File: config.mk
export PLATFORM = sky130hd
export DESIGN_NAME = watchdog_timeout_unit
export DESIGN_NICKNAME = d
export VERILOG_FILES = /design/src/verilog/watchdog_pkg.sv /design/src/verilog/osc_tick_sync.sv /design/src/verilog/watchdog_timeout_unit.sv
export VERILOG_INCLUDE_DIRS = /design/src /design/src/verilog
export SDC_FILE = /design/constraint.sdc
export NUM_CORES = 1
export LEC_CHECK = 0
export ABC_AREA = 0
export ABC_CLOCK_PERIOD_IN_PS = 3100
export CORE_MARGIN = 8
export CORE_UTILIZATION = 32
export DETAILED_ROUTE_END_ITERATION = 8
export DONT_BUFFER_PORTS = 1
export PLACE_DENSITY_LB_ADDON = 0.15
export SLEW_MARGIN = 20
export SYNTH_ARGS = -nofsm -noshare
export SYNTH_HDL_FRONTEND = slang
export SYNTH_SLANG_ARGS = --single-unit
export TNS_END_PERCENT = 10
File: constraint.sdc
create_clock -name clk_sys -period 3.1 [get_ports clk_sys]
set_input_delay 0.465 -clock clk_sys [delete_from_list [all_inputs] [get_ports clk_sys]]
set_output_delay 0.465 -clock clk_sys [all_outputs]
set_load 0.02 [all_outputs]
File: src/verilog/watchdog_consts.svh
/*
  Constants of the watchdog time-out unit: register index, bit positions,
  reset values and counts.
  Assumes inclusion by bare name from the package and the design files.
*/
`ifndef WATCHDOG_CONSTS_SVH
`define WATCHDOG_CONSTS_SVH

// Register index (Avalon word address)
`define WD_CSR_IDX 2'h0
`define WD_ADDR_W 2

// Bit positions of supervisor_control_status
`define WD_BIT_IRQ_FLAG 7
`define WD_BIT_IRQ_ENABLE 6
`define WD_BIT_SEL_HI 5
`define WD_BIT_UNLOCK 4
`define WD_BIT_RESET_ENABLE 3
`define WD_SEL_LO_MSB 2

// Reset values
`define WD_CSR_RESET 8'h00
`define WD_SEL_RESET 4'h0
`define WD_READ_UNMAPPED 8'h00

// Time-out length: shortest period in oscillator cycles, largest legal code
`define WD_BASE_PERIOD 2048
`define WD_SEL_MAX 4'h9
`define WD_CNT_W 20
`define WD_OSC_FREQ_KHZ 128

// System clocks for which the change unlock stays set
`define WD_UNLOCK_CYCLES 3'h4

`endif

File: src/verilog/watchdog_pkg.sv
/*
  Types shared by the watchdog time-out unit.
  Assumes watchdog_consts.svh is on the include path.
*/
package watchdog_pkg;
  `include "watchdog_consts.svh"

  typedef logic [7:0] reg_byte_t;

  typedef logic [3:0] sel_code_t;

  // Stored control fields
  typedef struct packed {
    logic irqFlag;
    logic irqEnable;
    logic unlock;
    logic resetEnable;
    sel_code_t sel;
  } ctrl_t;

  // Bus answer phase, Gray coded
  typedef enum logic [0:0] {
    BUS_IDLE = 1'b0,
    BUS_ACK = 1'b1
  } bus_state_t;
endpackage

File: src/verilog/osc_tick_sync.sv
/*
  Brings the low-frequency oscillator into the system clock domain and
  gives one pulse per oscillator rising edge.
  Assumes the oscillator is much slower than clk_sys.
*/
`timescale 1ns/1ps
module osc_tick_sync (
  input wire logic clk_sys,
  input wire logic nrst,
  input wire logic oscClk,
  output logic tick
);
  logic meta_r;
  logic sync_r;
  logic last_r;
  logic tick_r;
  logic tick_nxt;

  always_comb
  begin
    tick_nxt = sync_r & ~last_r;
  end

  always_ff @(posedge clk_sys or negedge nrst)
  begin
    if (!nrst)
    begin
      meta_r <= 1'b0;
      sync_r <= 1'b0;
      last_r <= 1'b0;
      tick_r <= 1'b0;
    end
    else
    begin
      meta_r <= oscClk;
      sync_r <= meta_r;
      last_r <= sync_r;
      tick_r <= tick_nxt;
    end
  end

  assign tick = tick_r;
endmodule

File: src/verilog/watchdog_timeout_unit.sv
/*
  Watchdog time-out unit: oscillator cycle counter, time-out actions
  (interrupt, system reset, or both in turn), timed change unlock and the
  8-bit control/status register on an Avalon-MM slave.
  Assumes restart, vector acknowledge, global interrupt enable, reset-cause
  flag and always-on fuse come from logic on clk_sys; the oscillator is a pin.

// Summary of operation
// Software restarts counter before changing period
// Time-out in interrupt mode sets flag
// Vector execution clears the interrupt flag
// Writing one clears flag; zero ignored
// Request needs global enable, enable, flag
// Enable without reset enable: interrupt-only mode
// Combined mode: first time-out sets flag only
// Combined vector clears enable and flag
// Unserviced flag at next time-out resets
// Software re-enables interrupt after each service
// Reset-enable clear, select change need unlock
// Unlock self-clears after four system clocks
// Reset-cause flag forces reset enable set
// Select field: bit 5 high, bits 2..0
// Codes 0..9 give 2048 doubling to 1048576
// Stopped mode idle; reset-only mode resets
// Reserved select codes use longest period
// Counter counts 128 kHz oscillator cycles
// Restart instruction returns counter to zero
// Fuse locks reset-only: enable one, irq zero
// Unlock write, then settings within four clocks
*/
// The Avalon-MM slave port and the register addresses were left to the implementer.
`timescale 1ns/1ps
`include "watchdog_consts.svh"
module watchdog_timeout_unit #(
  parameter int BASE_PERIOD = `WD_BASE_PERIOD,
  parameter int CNT_W = `WD_CNT_W
) (
  input wire logic clk_sys,
  input wire logic nrst,
  input wire logic [`WD_ADDR_W-1:0] avs_address,
  input wire logic avs_read,
  input wire logic avs_write,
  input wire watchdog_pkg::reg_byte_t avs_writedata,
  output watchdog_pkg::reg_byte_t avs_readdata,
  output logic avs_waitrequest,
  input wire logic oscClk,
  input wire logic restartPulse,
  input wire logic vectorAck,
  input wire logic globalIrqEnable,
  input wire logic causeFlag,
  input wire logic alwaysOnFuse,
  output logic irqRequest,
  output logic sysResetReq
);
  import watchdog_pkg::*;

  ctrl_t ctrl_r;
  ctrl_t ctrl_nxt;
  logic [2:0] unlockCnt_r;
  logic [2:0] unlockCnt_nxt;
  logic [CNT_W-1:0] cnt_r;
  logic [CNT_W-1:0] cnt_nxt;
  bus_state_t busSt_r;
  bus_state_t busSt_nxt;
  reg_byte_t rdata_r;
  reg_byte_t rdata_nxt;
  logic irq_r;
  logic irq_nxt;
  logic rst_r;
  logic rst_nxt;

  logic oscTick;
  logic resetEnableEff;
  logic irqEnableEff;
  logic timeout;
  logic csrHit;
  logic wrAccept;
  logic flagSet;
  logic flagClear;
  reg_byte_t statusByte;

  // Last counter value of the selected period
  function automatic logic [CNT_W-1:0] periodLast(input sel_code_t sel);
    sel_code_t code;
    logic [31:0] span;
    code = (sel > `WD_SEL_MAX) ? `WD_SEL_MAX : sel;
    span = 32'(BASE_PERIOD) << code;
    periodLast = CNT_W'(span - 32'h1);
  endfunction

  // Oscillator rising edges become single clk_sys pulses
  osc_tick_sync oscSync (
    .clk_sys(clk_sys),
    .nrst(nrst),
    .oscClk(oscClk),
    .tick(oscTick)
  );

  always_comb
  begin
    resetEnableEff = ctrl_r.resetEnable | causeFlag | alwaysOnFuse;
    irqEnableEff = ctrl_r.irqEnable & ~alwaysOnFuse;
    // Compare with >= so a shorter period chosen late fires at the next oscillator tick
    timeout = oscTick && (cnt_r >= periodLast(ctrl_r.sel));
    csrHit = (avs_address == `WD_CSR_IDX);
    wrAccept = avs_write && (busSt_r == BUS_ACK) && csrHit;
    statusByte = {ctrl_r.irqFlag, irqEnableEff, ctrl_r.sel[3], ctrl_r.unlock,
                  resetEnableEff, ctrl_r.sel[2:0]};
  end

  // Bus slave: one wait cycle, answer at the second edge
  always_comb
  begin
    busSt_nxt = BUS_IDLE;
    rdata_nxt = rdata_r;
    case (busSt_r)
      BUS_IDLE:
      begin
        if (avs_read || avs_write)
        begin
          busSt_nxt = BUS_ACK;
        end
        if (avs_read)
        begin
          rdata_nxt = csrHit ? statusByte : `WD_READ_UNMAPPED;
        end
      end
      BUS_ACK:
      begin
        busSt_nxt = BUS_IDLE;
      end
      default:
      begin
        busSt_nxt = BUS_IDLE;
      end
    endcase
  end

  assign avs_waitrequest = (avs_read || avs_write) && (busSt_r != BUS_ACK);
  assign avs_readdata = rdata_r;

  // Counter
  always_comb
  begin
    cnt_nxt = cnt_r;
    if (restartPulse || timeout)
    begin
      cnt_nxt = '0;
    end
    else if (oscTick)
    begin
      cnt_nxt = cnt_r + CNT_W'(1);
    end
  end

  // Time-out actions, interrupt flag and enable
  always_comb
  begin
    ctrl_nxt = ctrl_r;
    unlockCnt_nxt = unlockCnt_r;
    // Flag is set on time-out whenever interrupt operation is configured
    flagSet = timeout && irqEnableEff;
    flagClear = vectorAck;
    if (wrAccept && avs_writedata[`WD_BIT_IRQ_FLAG])
    begin
      flagClear = 1'b1;
    end
    // Set wins over clear
    ctrl_nxt.irqFlag = flagSet | (ctrl_r.irqFlag & ~flagClear);

    rst_nxt = 1'b0;
    if (timeout && resetEnableEff)
    begin
      // Reset only: reset at once; combined: reset only if unserviced
      if (!irqEnableEff || ctrl_r.irqFlag)
      begin
        rst_nxt = 1'b1;
      end
    end

    if (wrAccept)
    begin
      ctrl_nxt.irqEnable = avs_writedata[`WD_BIT_IRQ_ENABLE];
    end
    if (vectorAck && resetEnableEff)
    begin
      ctrl_nxt.irqEnable = 1'b0;
    end
    if (alwaysOnFuse)
    begin
      ctrl_nxt.irqEnable = 1'b0;
    end

    // Reset enable and select: setting is free, the rest needs unlock
    if (wrAccept)
    begin
      if (ctrl_r.unlock)
      begin
        ctrl_nxt.resetEnable = avs_writedata[`WD_BIT_RESET_ENABLE];
        ctrl_nxt.sel = {avs_writedata[`WD_BIT_SEL_HI], avs_writedata[`WD_SEL_LO_MSB:0]};
      end
      else
      begin
        ctrl_nxt.resetEnable = ctrl_r.resetEnable | avs_writedata[`WD_BIT_RESET_ENABLE];
      end
    end
    if (causeFlag || alwaysOnFuse)
    begin
      ctrl_nxt.resetEnable = 1'b1;
    end

    // Unlock opens on a write of one to both unlock and reset enable
    if (wrAccept && avs_writedata[`WD_BIT_UNLOCK] && avs_writedata[`WD_BIT_RESET_ENABLE])
    begin
      ctrl_nxt.unlock = 1'b1;
      unlockCnt_nxt = `WD_UNLOCK_CYCLES;
    end
    else if (ctrl_r.unlock)
    begin
      unlockCnt_nxt = unlockCnt_r - 3'h1;
      if (unlockCnt_r == 3'h1)
      begin
        ctrl_nxt.unlock = 1'b0;
      end
    end

    irq_nxt = globalIrqEnable && irqEnableEff && ctrl_r.irqFlag;
  end

  always_ff @(posedge clk_sys or negedge nrst)
  begin
    if (!nrst)
    begin
      ctrl_r <= ctrl_t'(`WD_CSR_RESET);
      unlockCnt_r <= 3'h0;
      cnt_r <= '0;
      busSt_r <= BUS_IDLE;
      rdata_r <= `WD_READ_UNMAPPED;
      irq_r <= 1'b0;
      rst_r <= 1'b0;
    end
    else
    begin
      ctrl_r <= ctrl_nxt;
      unlockCnt_r <= unlockCnt_nxt;
      cnt_r <= cnt_nxt;
      busSt_r <= busSt_nxt;
      rdata_r <= rdata_nxt;
      irq_r <= irq_nxt;
      rst_r <= rst_nxt;
    end
  end

  assign irqRequest = irq_r;
  assign sysResetReq = rst_r;
endmodule
==> reports/results.tsv, run 1 <==
metric	value	unit
status	finished, final reports clean	
met2_length	2240	um
finClkSkew	8.91	ps
hold_viol	0	
vdd_ir_drop_max	0.313	mV
grt_antenna_before_repair	0	
routed_via_density	4.77	
rsz0062_at_grt	true	
grt_usage	10.1	%
yosysWarnings	0	
postSynthAreaPerCell	10.5	sq um
grt_max_degree	47	
min_path_cells	0	
drt-wirelength-per-cell	14.7	um
grt-ovfl-total	0	
ys_seq_area_share	48.1	%
vias	1603	
required	3330	ps
drt_iter0_drc	69	
clock_latency	300	ps
h-tree-depth	2	
max_cap_viol_count	0	
cts_tree	built	
yosysMostFrequentCell	dfrtp_1	
r2r-start	ctrl_r[3]	
cp_slowest_stage_delay	390	ps
syn_inst	228	
drt-total-wl	4930	um
clockPowerShare	25.3	%
post-route-drc-count	0	
synth-async-reset-ratio	100	%
gp_congestion	0.681	
worst_ep_arrival_time	3080	ps
finalCritPeriodShare	92.0	%
coreArea	0.00725	sq mm
synth_ff_type	dfrtp_1	
cts_root_buffer	clkbuf_8	
synth_edf_count	0	
p_leak	1.21	nW
switchingPower	0.000591	W
synth_top_area_share	48.1	%
synthTopCellsByArea	dfrtp_1 (48%), ha_1 (6.8%), nor2_1 (5.0%), xor2_1 (4.0%), nand2_1 (3.5%)	
power	0.00176	W
p_per_area	650	mW/mm^2
r2r-end	sysResetReq	
p_seq_share	42.6	%
hpwlAfterDp	3520	um
drive_gt1_share	13.9	%
initial_core_util	33.0	%
multiInputGateArea	0.00122	sq mm
p_int	0.00116	W
grt_pass1_wl	8270	um
finish.utilization	37.3	%
fmaxAchievable	351	MHz
ff2ff_path_depth	13	
hold_start	oscClk	
timing.final.crit_period	2850	ps
worstMarginPinSlew	502	ps
route.met3.wl	185	um
hold_path.class	primary input to flop	
port_buffers	0	
setup_slack	247	ps
syn_to_final_growth	13.0	%
antennaDiodeCount	0	
synth_area_leader_cell	dfrtp_1	
clock_sinks	46	
syn-num-nets	261	
slew_violations	0	
final-setup-viol-count	0	
endpoint_kind	flop	
hold_slack	188	ps
syn_area	0.00239	sq mm
sw_frac_of_total	33.7	%
cts_buffer_depth	2	
critical_path_class	flop to flop	
combinationalPowerShare	32.1	%
slew_headroom	66.3	%
die_x	102	um
cts_buffers	5	
holdPathEnd	oscSync.meta_r	
fillers	739	
rows	31	
fp.dieArea	0.0105	sq mm
grt_pass1_vias	1555	
ioPinCount	31	
critPathMaxFanout	6	
ys_types	43	
ys_ff_latch	46	
crit_path_cell_trace	nor2_2 -> nand3b_1 -> ha_1 -> nor3_2 -> mux2i_1 -> nor2_1 -> a21oi_1 -> ha_1 -> nand4_1 -> nor4_4 -> nand3_2 -> and3_1 -> nor2_1	
highest-signal-layer	met4	
path_clk_slew	90	ps
drt.antenna.violating_nets	0	
critPathSlowestCell	dfrtp_1	
finalNetCount	269	
die_y	102	um
synth_common_cells	dfrtp_1 (46), nor2_1 (32), nand2_1 (22), ha_1 (13), xor2_1 (11)	
reg2reg_slack	250	ps
met1_length	2460	um
ff_latch_area	0.00115	sq mm
place_ws	35.4	ps
start_kind	flop	
dr.pass1.iters	4	
-- power by group through the flow --
| stage | Clock (W) | Combinational (W) | Sequential [W] |
|---|---|---|---|
| floorplan | 0 | 0.000418 | 0.000737 |
| global placement | 0 | 0.000523 | 0.000759 |
| detailed placement | 0 | 0.000530 | 0.000759 |
| CTS | 0.000463 | 0.000549 | 0.000747 |
| global route | 0.000488 | 0.000655 | 0.000761 |
| finish | 0.000444 | 0.000564 | 0.000749 |
-- worst max-delay path: cells and delay by family, from the launching register on --
family | cells | cell delay [ps]
simple gates | 9 | 1600
fa+ha+maj | 2 | 620
flops | 1 | 390
mux | 1 | 100
compound gates | 1 | 50
-- cell type report --
type / count / share of cell area (%)
Inverter: 7 / 0.972
Clock inverter: 2 / 1.39
Sequential cell: 46 / 42.6
Multi-Input combinational cell: 170 / 45.3
Clock buffer: 6 / 2.69
Tap cell: 99 / 4.58
Timing Repair Buffer: 6 / 2.50
-- cell families (layout without fill, tap and decap cells) --
logic type | Yosys count | in the layout | synth area share, %
flops | 46 | 46 | 48.1
xor+xnor | 20 | 20 | 7.32
fa+ha+maj | 13 | 13 | 6.80
simple gates | 94 | 95 | 21.7
compound gates | 34 | 34 | 10.0
mux | 8 | 8 | 3.66
buf+inv | 13 | 21 | 2.41
-- worst max path at each step --
stage / startpoint / to / cells after the start
after floorplan: ctrl_r[2] / cnt_r[6] / 15
after global placement: ctrl_r[3] / cnt_r[19] / 13
after detailed placement: ctrl_r[3] / cnt_r[5] / 13
after CTS: ctrl_r[3] / cnt_r[10] / 13
after global routing: ctrl_r[3] / cnt_r[11] / 13
final: ctrl_r[3] / sysResetReq / 13
-- cells in the final DEF, fill, tap and decap left out, types with 7 or more instances in the layout --
master and count:
xnor2_1 9, inv_1 7, a21oi_1 7, dfrtp_1 46, nand3_1 7, ha_1 13
nand2_1 22, a22o_1 7, xor2_1 11, nor2_1 31
-- sequential cells by signal, summed over array words and instances, names as in the netlist, 3 cells and up --
name,flops
ctrl_r,8
cnt_r,20
unlockCnt_r,3
avs_readdata,8
-- metal layers --
metal	vias up	track usage, %
met5	-	0
met3	4	3.13
met1	766	13.7
li1	817	-
met4	0	2.71
met2	16	14.9
-- timing repair --
action / in CTS / in global routing
buffers inserted: 0 / 0
setup endpoints to repair: 0 / 21
hold buffers: 1 / 1
resized for setup: 0 / 6
endpoints found under the hold margin: 46 / 8
-- stage by stage --
stage | instance area, sq um | setup TNS, ps | instances
floorplan | 2390 | 0 | 228
global placement | 2510 | 0 | 325
detailed placement | 2510 | 0 | 325
CTS | 2650 | 0 | 334
global route | 2700 | -10.6 | 336
finish | 2700 | 0 | 336
Power figures use the tool's default switching activity.
==> run 2: changes to the inputs <==
--- a/config.mk
+++ b/config.mk
@@ -6,7 +6,7 @@
 export SDC_FILE = /design/constraint.sdc
 export NUM_CORES = 1
 export LEC_CHECK = 0
-export ABC_AREA = 0
+export ABC_AREA = 1
 export ABC_CLOCK_PERIOD_IN_PS = 3100
 export CORE_MARGIN = 8
 export CORE_UTILIZATION = 32
==> run 2 against run 1 <==
  * Final cell count grew 26%
  * Combinational power is 53% lower
  * Non-clock buffer count is 5 lower
  * Sequential power grew 2.7%
  * Routed wire length grew 13%
  * Final area increased by 4.8%
  * Via count grew 20%
  * Largest power group unchanged
==> reports/results.tsv, run 2 <==
metric	value	unit	change
synthAdderAreaFrac	6.28	%	-0.52 points
drt-wirelength-per-cell	13.2	um	-10%
die_y	106	um	+3.4%
fmaxAchievable	361	MHz	+3.0%
clock_latency	300	ps	about the same
grt-ovfl-total	0		unchanged
gp_congestion	0.742		+9.0%
synthTopCellsByArea	dfrtp_1 (44%), nand2_1 (8.3%), ha_1 (6.3%), inv_1 (6.1%), nor2_1 (5.8%)		
grt_usage	10.4	%	+0.38 points
synth_top_family_by_area	simple AND/OR/NAND/NOR gates		
postCtsSetupBuffers	0		unchanged
final-setup-viol-count	0		unchanged
drt_iter0_drc	101		+46%
p_leak	1.35	nW	+12%
fin_tns_setup	0	ps	unchanged
cts_buffers	5		unchanged
dr.pass1.iters	4		unchanged
synth_ff_type	dfrtp_1		
fp.dieArea	0.0112	sq mm	+7.0%
cts_buffer_depth	2		unchanged
syn_inst	313		+37%
hpwlAfterDp	4210	um	+19%
synth-xor-area-share	3.72	%	-3.6 points
h-tree-depth	2		unchanged
drt.antenna.violating_nets	0		unchanged
cts_root_buffer	clkbuf_8		
slew_violations	0		unchanged
rsz0062_at_grt	false		
synth_top_area_share	44.4	%	-3.7 points
drive_gt1_share	12.5	%	-1.4 points
hold_slack	14.4	ps	-173 ps
final_cell_mix	nand2_1 (57), dfrtp_1 (46), inv_1 (42)		
synth_area_leader_cell	dfrtp_1		
final_common_cell	nand2_1		
ys_ff_latch	46		unchanged
synth-async-reset-ratio	100	%	unchanged
hold_path.class	primary input to async pin		
cts-resized-gates	0		unchanged
syn_to_final_growth	9.32	%	
postSynthAreaPerCell	8.28	sq um	-21%
required	3320	ps	about the same
slew_headroom	71.1	%	+4.7 points
finalCritPeriodShare	89.3	%	-2.7 points
ff2ff_path_depth	16		+3
hold_viol	0		unchanged
initial_core_util	32.2	%	-0.80 points
die_x	106	um	+3.4%
syn_area	0.00259	sq mm	+8.3%
critical_path_class	flop to flop		
yosysWarnings	0		unchanged
grt_max_degree	47		unchanged
ioPinCount	31		unchanged
path_clk_slew	90	ps	about the same
start_kind	flop		
finalNetCount	351		+30%
critPathMaxFanout	19		+13
yosysMostFrequentCell	nand2_1		
grt_pass1_wl	9460	um	+14%
max_cap_viol_count	0		unchanged
synth-simple-area-share	29.6	%	+8.0 points
r2r-start	ctrl_r[3]		
grt_antenna_before_repair	0		unchanged
ys_seq_area_share	44.4	%	-3.7 points
finish.utilization	35.2	%	-2.1 points
ys_types	33		-23%
syn-num-nets	346		+33%
finClkSkew	8.58	ps	-0.330 ps
ctsHoldBuffers	1		unchanged
grt_pass1_vias	1923		+24%
power	0.00148	W	-16%
antennaDiodeCount	0		unchanged
regMostFlops	cnt_r		
rows	33		+6.5%
timing.final.crit_period	2770	ps	-83.8 ps
worst_ep_arrival_time	2990	ps	-90 ps
cp-startpoint	ctrl_r[3]		
status	finished, final reports clean		
port_buffers	0		unchanged
clock_sinks	46		unchanged
reg2reg_slack	330	ps	+80 ps
r2r-end	cnt_r[11]		
crit_end	cnt_r[11]		
post-route-drc-count	0		unchanged
coreArea	0.00805	sq mm	+11%
synth_compound_area_share	7.87	%	-2.2 points
largest_reg_flops	20		unchanged
p_per_area	524	mW/mm^2	-19%
cts_tree	built		
vdd_ir_drop_max	0.309	mV	-1.2%
endpoint_kind	flop		
drt-total-wl	5580	um	+13%
synth_common_cells	nand2_1 (57), dfrtp_1 (46), inv_1 (42), nor2_1 (40), o21ai_0 (22)		
vias	1931		+20%
routed_via_density	4.55		-4.5%
worstMarginPinSlew	430	ps	-72.2 ps
synth_edf_count	0		unchanged
synthMuxAreaShare	0.386	%	-3.3 points
==> run 2: cell count changes after synthesis, moves of 5 or more <==
cell,change
a22o_1,-7
xnor2_1,-5
nor2_1,+8
o21ai_0,+18
inv_1,+35
mux2_2,-5
nand2_1,+35
nor2_2,+16
o21ai_1,-5
nand3_1,+10
==> run 2: logic make-up after synthesis <==
kind of cell / after synthesis
buffers and inverters: 48
adder cells (fa/ha/maj): 13
multiplexers: 1
XOR/XNOR: 11
AND/OR/NAND/NOR: 156
AO/OA/AOI/OAI: 38
flip-flops: 46
==> run 2: worst min path at each step <==
| stage | startpoint | endpoint | slack, ps | cells past startpoint |
|---|---|---|---|---|
| 3_3_place_gp | nrst | cnt_r[6] | 170 | 0 |
| 2_1_floorplan | nrst | avs_readdata[0] | 170 | 0 |
| 3_5_place_dp | nrst | cnt_r[5] | 170 | 0 |
| 5_1_grt | nrst | cnt_r[3] | 10 | 1 |
| 4_1_cts | nrst | cnt_r[9] | 10 | 1 |
| 6_report | nrst | cnt_r[1] | 10 | 1 |
==> run 2: layout make-up <==
type                    count  area (sq um)
flip-flops and latches     46          1150
fillers                   886          5220
inverters                  45           171
well taps                 105           131
repair buffers              1          27.5
clock inverters             2          37.5
clock buffers               6          72.6
multi-input cells         219          1240
==> run 2: critical path: stages (launching register included) <==
cell      delay [ps]
dfrtp_1          460
nor4_1           460
inv_1             90
ha_1             240
nand2_1          110
o21ai_0           80
o211ai_1         100
ha_1             280
nand2_1           60
nand2_1           50
a21oi_1          170
nand2_1           80
inv_1             70
nand3_2           80
nand2_4          100
nand2_8          120
nor2_1           130
==> run 2: metrics by stage <==
stage / cell area (sq um) / std cells / worst slack, ps
after global routing: 2830 / 424 / 48.3
after CTS: 2830 / 424 / 330
final: 2830 / 424 / 331
after floorplan: 2590 / 313 / 684
after global placement: 2700 / 415 / 506
after detailed placement: 2700 / 415 / 372
==> run 2: where the power goes <==
| part | total [W] | internal (W) | switching, W | leakage, nW |
|---|---|---|---|---|
| clock | 0.000449 | 0.000241 | 0.000208 | 0.0514 |
| combinational | 0.000266 | 0.000101 | 0.000164 | 0.697 |
| sequential | 0.000769 | 0.000672 | 0.0000968 | 0.601 |
==> run 2: routing by layer <==
metal	up-vias	track usage [%]	wire length (um)
met2	29	16.9	2680
met1	882	13.2	2640
met5	-	0	0
met4	0	3.62	96
li1	1010	-	-
met3	10	2.54	162
